--- config.mk ---
export PLATFORM = sky130hd
export DESIGN_NAME = wksts_regs
export DESIGN_NICKNAME = d
export VERILOG_FILES = /design/src/rtl/wksts_pkg.sv /design/src/rtl/wksts_edge_sync.sv /design/src/rtl/wksts_regs.sv
export SDC_FILE = /design/constraint.sdc
export NUM_CORES = 1
export LEC_CHECK = 0
export BUFFER_PORTS_ARGS = -buffer_cell sky130_fd_sc_hd__buf_2
export CAP_MARGIN = 10
export CORE_AREA = 3 3 121 123
export CTS_CLUSTER_DIAMETER = 50
export DETAILED_ROUTE_END_ITERATION = 6
export DIE_AREA = 0 0 124 126
export PLACE_DENSITY = 0.78
export SYNTH_ARGS = -nofsm -noshare
export SYNTH_HDL_FRONTEND = slang
export SYNTH_SLANG_ARGS = --single-unit
--- constraint.sdc ---
create_clock -name clk -period 4.45 [get_ports clk]
set_input_delay 0.2225 -clock clk [delete_from_list [all_inputs] [get_ports clk]]
set_output_delay 0.2225 -clock clk [all_outputs]
set_load 0.01 [all_outputs]
--- src/rtl/wksts_pkg.sv ---
// Purpose: Constants for the wake-status register bank
// Assumes: 8-bit runtime register port, offsets relative to block base
// Notes:   Status registers reset to zero only on standby power-on reset
package wksts_pkg;
    localparam int unsigned WKSTS_DATA_W    = 8;
    localparam int unsigned WKSTS_OFFS_W    = 8;
    localparam int unsigned WKSTS_NUM_REGS  = 4;
    localparam int unsigned WKSTS_NUM_SRC   = 32;
    localparam int unsigned WKSTS_SYNC_W    = 2;
    localparam logic [7:0] WKSTS_OFFS_STS2  = 8'h05;
    localparam logic [7:0] WKSTS_OFFS_STS3  = 8'h06;
    localparam logic [7:0] WKSTS_OFFS_STS4  = 8'h07;
    localparam logic [7:0] WKSTS_OFFS_STS5  = 8'h08;
    localparam logic [7:0] WKSTS_RESET_VAL  = 8'h00;
    localparam int unsigned WKSTS_GROUP_BIT = 3;
    localparam logic [7:0] WKSTS_RSVD_READ  = 8'h00;
endpackage

--- src/rtl/wksts_edge_sync.sv ---
// Purpose: Two-flop synchroniser and rising-edge detector for one wake pin
// Assumes: Pin is asynchronous to clk
// Notes:   First flop feeds only the second flop
`timescale 1ns/1ps
module wksts_edge_sync
    import wksts_pkg::*;
(
    // Clock and reset
    input  wire logic clk,
    input  wire logic reset,
    // Pin and event
    input  wire logic pin_in,
    output logic      event_pulse
);
    typedef struct packed {
        logic meta;
        logic sync;
        logic last;
        logic evt;
    } wksts_sync_t;

    wksts_sync_t s_q;
    wksts_sync_t s_d;

    always_comb begin
        s_d      = s_q;
        s_d.meta = pin_in;
        s_d.sync = s_q.meta;
        s_d.last = s_q.sync;
        s_d.evt  = s_q.sync & ~s_q.last;
    end

    always_ff @(posedge clk or posedge reset) begin
        if (reset) begin
            s_q <= '0;
        end else begin
            s_q <= s_d;
        end
    end

    assign event_pulse = s_q.evt;
endmodule

--- src/rtl/wksts_regs.sv ---
// Purpose: Wake-status registers two to five with wake output
// Assumes: Host register port is a plain strobe port on the runtime block
// Notes:   reset is the standby power-on reset; other resets do not reach here
//          Read data shows the status as it stood when the read was taken
//          A wake event in the cycle of a clearing write keeps its bit set
//          A pin pulse shorter than one clock may be missed by the synchroniser
//          Only the rising edge of a source counts as a wake event
//
// Overview of operation
// - Status ignores per-source and global enables
// - Wake event sets its status bit
// - Standby power-on reset clears all to zero
// - Main, soft, hard resets leave status alone
// - Write one clears bits of registers two-four
// - Writing zero leaves bit unchanged
// - Register two offset 05: pins 10-17
// - Register three: 20-22, group SMI, 24-27
// - Register four: 30-33,41,43,60,61
// - Register five offset 08: pins 50-57
// - Register five also write-one-to-clear
// - Wake output low when status, enable, global
// - Decode at fixed offsets from base
`timescale 1ns/1ps
module wksts_regs
    import wksts_pkg::*;
(
    // Clock and standby power-on reset
    input  wire logic                    clk,
    input  wire logic                    reset,
    // Host register port
    input  wire logic                    reg_sel,
    input  wire logic                    reg_wr,
    input  wire logic                    reg_rd,
    input  wire logic [WKSTS_OFFS_W-1:0] reg_offset,
    input  wire logic [WKSTS_DATA_W-1:0] reg_wdata,
    output logic      [WKSTS_DATA_W-1:0] reg_rdata,
    // Wake sources
    input  wire logic [7:0]              gp1x_pins,
    input  wire logic [7:0]              gp2x_pins,
    input  wire logic [7:0]              gp3x_misc_pins,
    input  wire logic [7:0]              gp5x_pins,
    input  wire logic                    group_smi_wake_status,
    // Enables held outside this block
    input  wire logic [31:0]             wake_source_enable,
    input  wire logic                    global_wake_enable,
    // Status and wake output
    output logic [31:0]                  wake_status_all,
    output logic                         wake_request_out_n
);
    typedef struct packed {
        logic [3:0][7:0] status;
        logic [7:0]      rdata;
        logic            wake_n;
        logic            smi_last;
    } wksts_state_t;

    wksts_state_t st_q;
    wksts_state_t st_d;

    logic [31:0] pin_vec;
    logic [31:0] evt_vec;
    logic [31:0] set_vec;
    logic [31:0] clr_vec;

    logic [WKSTS_NUM_REGS-1:0]                   wr_lane;
    logic [WKSTS_NUM_REGS-1:0]                   rd_lane;
    logic [WKSTS_NUM_REGS-1:0]                   wake_lane;
    logic [WKSTS_NUM_REGS-1:0][WKSTS_DATA_W-1:0] rd_term;
    logic [WKSTS_NUM_SRC-1:0]                    next_status;
    logic [WKSTS_DATA_W-1:0]                     rd_any;
    logic                                        wr_hit;
    logic                                        rd_hit;
    logic                                        wake_any;

    // ========================================
    // Elaboration checks
    // ========================================
    // Lanes are byte wide and must cover the source vector exactly
    if (WKSTS_DATA_W != 8) begin : g_bad_data_w
        $error("wksts_regs: register width must be 8");
    end
    if (WKSTS_NUM_REGS != 4) begin : g_bad_num_regs
        $error("wksts_regs: the offset decode serves exactly four registers");
    end
    if (WKSTS_NUM_REGS * WKSTS_DATA_W != WKSTS_NUM_SRC) begin : g_bad_num_src
        $error("wksts_regs: source count must fill the registers exactly");
    end
    if (WKSTS_GROUP_BIT >= WKSTS_DATA_W) begin : g_bad_group_bit
        $error("wksts_regs: group bit must lie inside register three");
    end
    if (WKSTS_OFFS_W != 8) begin : g_bad_offs_w
        $error("wksts_regs: offset decode expects an 8-bit offset");
    end

    // Returns register index for an offset, or 3'h4 if unmapped
    function automatic logic [2:0] wksts_decode(input logic [7:0] offs);
        case (offs)
            WKSTS_OFFS_STS2: wksts_decode = 3'h0;
            WKSTS_OFFS_STS3: wksts_decode = 3'h1;
            WKSTS_OFFS_STS4: wksts_decode = 3'h2;
            WKSTS_OFFS_STS5: wksts_decode = 3'h3;
            default:         wksts_decode = 3'h4;
        endcase
    endfunction

    // True when the offset names one of the status registers
    function automatic logic wksts_mapped(input logic [7:0] offs);
        wksts_mapped = (wksts_decode(offs) != 3'h4);
    endfunction

    // One-hot lane for a mapped offset, all zero otherwise
    function automatic logic [3:0] wksts_lane(input logic [7:0] offs);
        logic [2:0] idx;
        idx        = wksts_decode(offs);
        wksts_lane = 4'h0;
        if (idx != 3'h4) begin
            wksts_lane[idx[1:0]] = 1'b1;
        end
    endfunction

    // OR of the read terms; at most one is non-zero
    function automatic logic [7:0] wksts_or_lanes(input logic [3:0][7:0] terms);
        wksts_or_lanes = 8'h00;
        for (int i = 0; i < 4; i++) begin
            wksts_or_lanes = wksts_or_lanes | terms[i];
        end
    endfunction

    // ========================================
    // Host access decode
    // ========================================
    assign wr_hit  = reg_sel & reg_wr & wksts_mapped(reg_offset);
    assign rd_hit  = reg_sel & reg_rd & wksts_mapped(reg_offset);
    assign wr_lane = wr_hit ? wksts_lane(reg_offset) : 4'h0;
    assign rd_lane = rd_hit ? wksts_lane(reg_offset) : 4'h0;

    // ========================================
    // Source mapping and synchronisers
    // ========================================
    // Bit 11 (register three bit 3) is the group SMI level, not a pin
    assign pin_vec = {gp5x_pins, gp3x_misc_pins, gp2x_pins, gp1x_pins};

    genvar gi;
    generate
        for (gi = 0; gi < WKSTS_NUM_SRC; gi++) begin : g_src
            if (gi == 8 + WKSTS_GROUP_BIT) begin : g_smi
                assign evt_vec[gi] = group_smi_wake_status & ~st_q.smi_last;
            end else begin : g_pin
                wksts_edge_sync u_sync (
                    .clk         (clk),
                    .reset       (reset),
                    .pin_in      (pin_vec[gi]),
                    .event_pulse (evt_vec[gi])
                );
            end
        end
    endgenerate

    // ========================================
    // Per-register lanes
    // ========================================
    // Clear mask and read term for each byte-wide register
    genvar gr;
    generate
        for (gr = 0; gr < WKSTS_NUM_REGS; gr++) begin : g_lane
            assign clr_vec[gr*8 +: 8] = wr_lane[gr] ? reg_wdata : 8'h00;
            assign rd_term[gr]        = rd_lane[gr] ? st_q.status[gr] : 8'h00;
        end
    endgenerate

    assign rd_any = wksts_or_lanes(rd_term);

    // ========================================
    // Wake output
    // ========================================
    // Looks at the next status so the output drops in the cycle a clear lands
    generate
        for (gr = 0; gr < WKSTS_NUM_REGS; gr++) begin : g_wake
            assign wake_lane[gr] = |(next_status[gr*8 +: 8] &
                                     wake_source_enable[gr*8 +: 8]);
        end
    endgenerate

    assign wake_any = |wake_lane;

    // ========================================
    // Register update
    // ========================================
    // Events are or-ed in after the clear, so a same-cycle event survives
    assign set_vec     = evt_vec;
    assign next_status = (st_q.status & ~clr_vec) | set_vec;

    always_comb begin
        st_d          = st_q;
        st_d.smi_last = group_smi_wake_status;
        st_d.status   = next_status;
        st_d.rdata    = rd_hit ? rd_any : WKSTS_RSVD_READ;
        st_d.wake_n   = ~(global_wake_enable & wake_any);
    end

    // ========================================
    // State register
    // ========================================
    always_ff @(posedge clk or posedge reset) begin
        if (reset) begin
            st_q.status   <= {WKSTS_NUM_REGS{WKSTS_RESET_VAL}};
            st_q.rdata    <= WKSTS_RSVD_READ;
            st_q.wake_n   <= 1'b1;
            st_q.smi_last <= 1'b0;
        end else begin
            st_q <= st_d;
        end
    end

    // ========================================
    // Outputs
    // ========================================
    assign reg_rdata          = st_q.rdata;
    assign wake_status_all    = st_q.status;
    assign wake_request_out_n = st_q.wake_n;
endmodule

==> results.toml, run 1 <==
[yosys]
syn_nets = 504
synth_most_common_cell = "sky130_fd_sc_hd__dfrtp_1"
synth_xor_area_frac = 0
synth_simple_gate_area_frac = 0.122
postSynthRegisterBits = 166
synth_area_per_cell_um2 = 14.0
ys_top_cells_by_count = "sky130_fd_sc_hd__dfrtp_1, sky130_fd_sc_hd__buf_4, sky130_fd_sc_hd__nor2b_1"
synth_top_family_by_area = "simple AND/OR/NAND/NOR gates"
synth_edf_count = 0
post_synth_fa_ha_maj_area_fraction = 0
synthDominantAreaCellType = "sky130_fd_sc_hd__dfrtp_1"
synth_area_um2 = 5860
synth_compound_gate_area_share = 0.104
synth_async_sr_flop_share = 1.00
most_used_dff_post_synth = "sky130_fd_sc_hd__dfrtp_1"
synthesis.yosys.warnings = 0
ys_seq_area_frac = 0.709
synthesized_netlist_cell_count = 417
synthDominantCellAreaShare = 0.705
post_synth_main_area_contributors = "sky130_fd_sc_hd__dfrtp_1, sky130_fd_sc_hd__buf_4, sky130_fd_sc_hd__nor2b_1"
unique_masters_post_synth = 32
yosys-mux-area-fraction = 0

[clock_tree]
cts_hold_buffers = 33
ctsResizeCount = 0
cts_inserted_buffers = 17
tritoncts = "built"
clock_insertion_delay_worst_skew_ns = 0.42
clockRootBuffer = "sky130_fd_sc_hd__clkbuf_16"
htree_levels = 4
clk_transition_reported_paths_ns = 0.06
clock_tree.buffer_depth = 2
clock_sink_count = 166
post_cts_buffers = 0

[floorplan]
floorplan.die.height_um = 126
num_io_pins = 128
core.rowCount = 43
core_region_area_um2 = 13800
full_die_area_um2 = 15600
floorplan.die.width_um = 124
starting_density = 0.425

[placed_design]
post-dp-hpwl_um = 9240
gpl.final_weighted_congestion = 0.834
placed_cells = 673
place.port_buffers = 126

[critical_path]
required_ns = 4.76
worstSetupEndpointType = "register"
critPathArrivalTime_ns = 3.00
worst_r2r_path_depth = 5
setup_crit_path_kind = "in2reg"
start_kind = "primary input"
timing.critical_path.fanout_max = 21

[grt]
overflow = 0
grt_pass1_vias = 3831
grt_antenna_before_repair = 0
grt_pass1_wl_um = 20700
grt_use_total = 0.180
grt_start_max_net_pins = 167

[detailed_routing]
wirelength_um = 13200
drt.antenna.violating_nets = 0
initialDrtViolationCount = 310
routed-via-count = 3649
drt-wirelength-per-cell_um = 17.9
via_per_inst = 4.94
detail_route.first_pass.iterations = 4
drcViolationCount = 0

[run]
max-cap-violations = 0

[pwr]
power.density_cell_area_nw_per_um2 = 447
vdd_ir_drop_max_v = 0.000249
internal_power_mw = 2.62
p_clk_frac = 0.473
comb_power_share = 0.043
net-switching-power_mw = 0.665
switching_fraction = 0.202
power_leakage_nw = 3.20
p_seq_frac = 0.484

[sta]
hold-worst-slack_ns = 0.0485
final_min_period_over_clock_period = 0.606
final.setup_skew_ns = 0.00896
timing.max_slew.rel_slack = 0.395
layout_min_cycle_time_ns = 2.70
finish_stage_setup_viols = 0
sum_neg_setup_slack_ns = 0
fmax_mhz = 371
report.final.hold_viol_count = 0
slew_violations = 0
tightest_slew_ns = 0.905
unrepaired_setup_endpoints_after_global_routing = "no"

[worst_hold_path]
hold_path_class = "in2async"

[layout]
layout.core_utilization = 0.534
design.final.nets = 632
flow.area_growth_from_synthesis_pct = 25.6
final-instance-count-excl-fill = 738
diodes = 0
final_layout_size_suffix_gt1_frac = 0.297

[status]
status = "completed"
## area by class of cell
class	instances	area, um^2
fillers	1168	6410
flip-flops and latches	166	4160
multi-input cells	192	1320
repair buffers	160	981
clock buffers	21	470
well taps	180	225
clock inverters	11	171
inverters	8	33.8
## metal layers
layer  routed length, um  global-route usage  part of all wire
met1                5120               0.229              0.39
met2                6600               0.288              0.50
met3                1260              0.0593             0.095
met4                 261              0.0696             0.020
met5                   0                   0                 0
## power by group through the flow
stage	Clock [mW]	Combinational (mW)	Sequential, mW
floorplan	0	0.0563	1.61
global placement	0	0.120	1.62
detailed placement	0	0.123	1.62
CTS	1.59	0.145	1.59
global route	1.65	0.160	1.60
finish	1.55	0.142	1.59
## kinds of logic (layout without fill, tap and decap cells)
logic type             after synthesis  in the layout
flip-flops                         166            166
AO/OA/AOI/OAI                       77             77
buffers and inverters               59            200
AND/OR/NAND/NOR                    115            115
## stage by stage
stage | power [mW] | area [um^2] | setup slack (ns)
6_report | 3.29 | 7360 | 1.75
5_1_grt | 3.41 | 7360 | 1.60
4_1_cts | 3.33 | 7360 | 1.83
3_5_place_dp | 1.74 | 6390 | 1.38
3_3_place_gp | 1.74 | 6390 | 1.51
2_1_floorplan | 1.67 | 5860 | 2.12
## state kept, by name, indices dropped and copies added, names as in the netlist
name,flops
st_q,1
wake_status_all,32
wake_request_out_n,1
g_src.g_pin.u_sync.event_pulse,31
reg_rdata,8
g_src.g_pin.u_sync.s_d,62
g_src.g_pin.u_sync.s_q,31
## placed cells by master (no fill, tap or decap), types with 2 or more instances in the layout
cell / Yosys / final
sky130_fd_sc_hd__buf_2: 1 / 126
sky130_fd_sc_hd__clkbuf_16: 0 / 17
sky130_fd_sc_hd__inv_1: 8 / 7
sky130_fd_sc_hd__nand3b_1: 20 / 20
sky130_fd_sc_hd__and4bb_2: 2 / 2
sky130_fd_sc_hd__dlygate4sd3_1: 0 / 33
sky130_fd_sc_hd__nor2b_1: 34 / 34
sky130_fd_sc_hd__clkbuf_8: 0 / 3
sky130_fd_sc_hd__o2111ai_1: 3 / 3
sky130_fd_sc_hd__a21o_1: 28 / 28
sky130_fd_sc_hd__bufinv_16: 0 / 4
sky130_fd_sc_hd__clkinv_4: 0 / 2
sky130_fd_sc_hd__nand2_1: 33 / 33
sky130_fd_sc_hd__nand4_1: 9 / 9
sky130_fd_sc_hd__and3_1: 3 / 3
sky130_fd_sc_hd__clkinvlp_4: 0 / 2
sky130_fd_sc_hd__a21oi_1: 3 / 3
sky130_fd_sc_hd__o221ai_1: 20 / 20
sky130_fd_sc_hd__nor2_1: 3 / 3
sky130_fd_sc_hd__and4_1: 4 / 4
sky130_fd_sc_hd__dfrtp_1: 165 / 165
sky130_fd_sc_hd__a22oi_1: 20 / 20
sky130_fd_sc_hd__clkinv_2: 0 / 3
## worst paths after layout
check,from,endpoint,slack (ns)
hold / removal,reset,g_src[30].g_pin.u_sync.s_d[2]$_DFF_PP0_,0.05
hold reg to reg,g_src[7].g_pin.u_sync.s_d[2]$_DFF_PP0_,g_src[7].g_pin.u_sync.s_d[1]$_DFF_PP0_,0.35
setup reg to reg,g_src[0].g_pin.u_sync.event_pulse$_DFF_PP0_,wake_request_out_n$_DFF_PP1_,2.85
max in group asynchronous,reset,wake_status_all[20]$_DFF_PP0_,3.80
min in group clk,reg_wdata[5],wake_status_all[21]$_DFF_PP0_,0.12
setup / recovery,reg_offset[5],wake_status_all[22]$_DFF_PP0_,1.75
## worst max-delay path: stages
cell and delay (ns):
sky130_fd_sc_hd__buf_2 0.11, sky130_fd_sc_hd__nor4_4 0.73, sky130_fd_sc_hd__nand2_1 0.73, sky130_fd_sc_hd__nor2_1 0.84
sky130_fd_sc_hd__nand2_1 0.15, sky130_fd_sc_hd__a21o_1 0.21
(Power assumes the default switching activity.)
==> inputs of run 2 (changes only) <==
Settings changed: PLACE_DENSITY 0.78 to 0.76.
Clock period 4.45 ns to 2.7 ns, I/O delays scaled along.
==> run 2 against run 1 <==
Critical path depth rose by 1; non-clock buffer count rose by 10; combinational power rose by 76%; final area rose by 0.71%; count of clock-buffer cells in the layout fell by 1; routed wire length rose by 4.0%; core utilization rose by 0.38 points; clock skew rose by 0.010 ns; sequential power rose by 65%; global-route usage rose by 0.44 points; sequential cell count did not move; power rose by 59%.
==> results.toml, run 2 (same netlist as run 1, synthesis figures left out) <==
[status]
status = "completed"

[detailed_routing]
initialDrtViolationCount = 329
routed-via-count = 3773
via_per_inst = 5.05
wl_met2_um = 6800
drcViolationCount = 0
wirelength_um = 13800
detail_route.first_pass.iterations = 5
m1WireLength_um = 5420
topRoutingLayerUsed = "met4"
drt-wirelength-per-cell_um = 18.4
drt.antenna.violating_nets = 0
routed-wl-met3_um = 1260

[pwr]
internal_power_mw = 4.14
power_leakage_nw = 3.23
p_total_mw = 5.24
net-switching-power_mw = 1.10
vdd_ir_drop_max_v = 0.000396
switching_fraction = 0.210
power.density_cell_area_nw_per_um2 = 707
comb_power_share = 0.048
p_clk_frac = 0.451
p_seq_frac = 0.501

[clock_tree]
ctsResizeCount = 0
clock_insertion_delay_worst_skew_ns = 0.43
clock_tree.buffer_depth = 2
tritoncts = "built"
post_cts_buffers = 0
clock_sink_count = 166
htree_levels = 4
cts_hold_buffers = 34
clockRootBuffer = "sky130_fd_sc_hd__clkbuf_16"
cts_inserted_buffers = 17
clk_transition_reported_paths_ns = 0.06

[critical_path]
start_kind = "primary input"
critPathArrivalTime_ns = 2.22
timing.critical_path.fanout_max = 9
required_ns = 3.02
setup_crit_path_kind = "in2reg"
r2r-end = "wake_request_out_n$_DFF_PP1_"
regToRegSetupSlack_ns = 1.09
worstSetupEndpointType = "register"
timing.rr.start = "g_src[25].g_pin.u_sync.event_pulse$_DFF_PP0_"
worst_r2r_path_depth = 5

[sta]
slew_violations = 0
report.final.hold_viol_count = 0
minimum_setup_slack_in_the_final_design_ns = 0.799
fmax_mhz = 526
finish_stage_setup_viols = 0
sum_neg_setup_slack_ns = 0
final_min_period_over_clock_period = 0.704
unrepaired_setup_endpoints_after_global_routing = "no"
hold-worst-slack_ns = 0.0444
final.setup_skew_ns = 0.0192
tightest_slew_ns = 0.919
layout_min_cycle_time_ns = 1.90
timing.max_slew.rel_slack = 0.385

[run]
max-cap-violations = 0

[worst_hold_path]
hold_depth = 3
worst_hold_startpoint = "reg_wdata[6]"
hold_path_class = "in2reg"
holdPathEnd = "wake_status_all[22]$_DFF_PP0_"

[floorplan]
floorplan.die.height_um = 126
full_die_area_um2 = 15600
core_region_area_um2 = 13800
core.rowCount = 43
num_io_pins = 128
floorplan.die.width_um = 124
starting_density = 0.425

[grt]
grt_pass1_vias = 3985
overflow = 0
grt_start_max_net_pins = 46
grt_use_total = 0.185
grt_pass1_wl_um = 21300
grt_antenna_before_repair = 0

[layout]
design.final.nets = 642
most-common-layout-cells = "sky130_fd_sc_hd__dfrtp_1, sky130_fd_sc_hd__buf_2, sky130_fd_sc_hd__nor2b_1, sky130_fd_sc_hd__dlygate4sd3_1, sky130_fd_sc_hd__nand2_1"
number_of_flip_flops_in_the_largest_register = 62
layout.core_utilization = 0.538
diodes = 0
flow.area_growth_from_synthesis_pct = 26.5
n_fill_cell = 1202
final_layout_size_suffix_gt1_frac = 0.309
final_common_cell = "sky130_fd_sc_hd__dfrtp_1"

[placed_design]
post-dp-hpwl_um = 9860
gpl.final_weighted_congestion = 0.866
place.port_buffers = 126
dpl_worst_slack_ns = 0.475
==> run 2: cell types whose count changed in the layout (fill, tap and decap cells not counted) <==
cell	delta
sky130_fd_sc_hd__clkinvlp_4	+1
sky130_fd_sc_hd__buf_12	+2
sky130_fd_sc_hd__inv_6	+1
sky130_fd_sc_hd__dlygate4sd3_1	+1
sky130_fd_sc_hd__buf_4	+7
sky130_fd_sc_hd__inv_8	-1
sky130_fd_sc_hd__clkinv_4	+1
sky130_fd_sc_hd__clkbuf_1	-1
sky130_fd_sc_hd__bufinv_16	-2
==> run 2: layer usage <==
layer,track usage,vias to the layer above
met4,0.0715,0
met3,0.0647,20
met2,0.290,184
met1,0.237,1867
met5,0,-
li1,-,1702
==> run 2: stage by stage <==
stage	instances	instance area [um^2]
4_1_cts	747	7410
2_1_floorplan	417	5860
6_report	747	7410
3_5_place_dp	682	6480
5_1_grt	747	7410
3_3_place_gp	682	6480
==> run 2: critical path, cell delays in order <==
cell	delay (ns)
sky130_fd_sc_hd__buf_2	0.13
sky130_fd_sc_hd__nor4b_4	0.66
sky130_fd_sc_hd__and3_1	0.40
sky130_fd_sc_hd__nand2_1	0.10
sky130_fd_sc_hd__a21oi_1	0.22
sky130_fd_sc_hd__o2111ai_1	0.19
sky130_fd_sc_hd__o41ai_2	0.38
==> run 2: power by group through the flow <==
stage	registers (mW)	clock network, mW	logic, mW
2_1_floorplan	2.66	0	0.0928
3_3_place_gp	2.67	0	0.211
3_5_place_dp	2.67	0	0.216
4_1_cts	2.63	2.42	0.255
5_1_grt	2.64	2.53	0.278
6_report	2.63	2.37	0.250
==> run 2: worst max path at each step <==
stage / depth (start not counted) / slack, ns / to / startpoint
floorplan: 1 / 0.45 / g_src[0].g_pin.u_sync.event_pulse$_DFF_PP0_ / reset
global placement: 7 / 0.53 / wake_request_out_n$_DFF_PP1_ / reg_offset[2]
detailed placement: 7 / 0.48 / wake_request_out_n$_DFF_PP1_ / reg_offset[2]
CTS: 7 / 0.86 / wake_request_out_n$_DFF_PP1_ / reg_offset[2]
global route: 7 / 0.70 / wake_request_out_n$_DFF_PP1_ / reg_offset[2]
finish: 7 / 0.80 / wake_request_out_n$_DFF_PP1_ / reg_offset[2]
==> run 2: cell type report <==
type / instances / area (um^2) / area share
clock inverter: 11 / 125 / 0.0169
tap: 180 / 225 / 0.0304
multi-input combinational: 192 / 1320 / 0.178
timing repair buffer: 170 / 1080 / 0.146
clock buffer: 20 / 467 / 0.0630
sequential: 166 / 4160 / 0.561
inverter: 8 / 33.8 / 0.00456
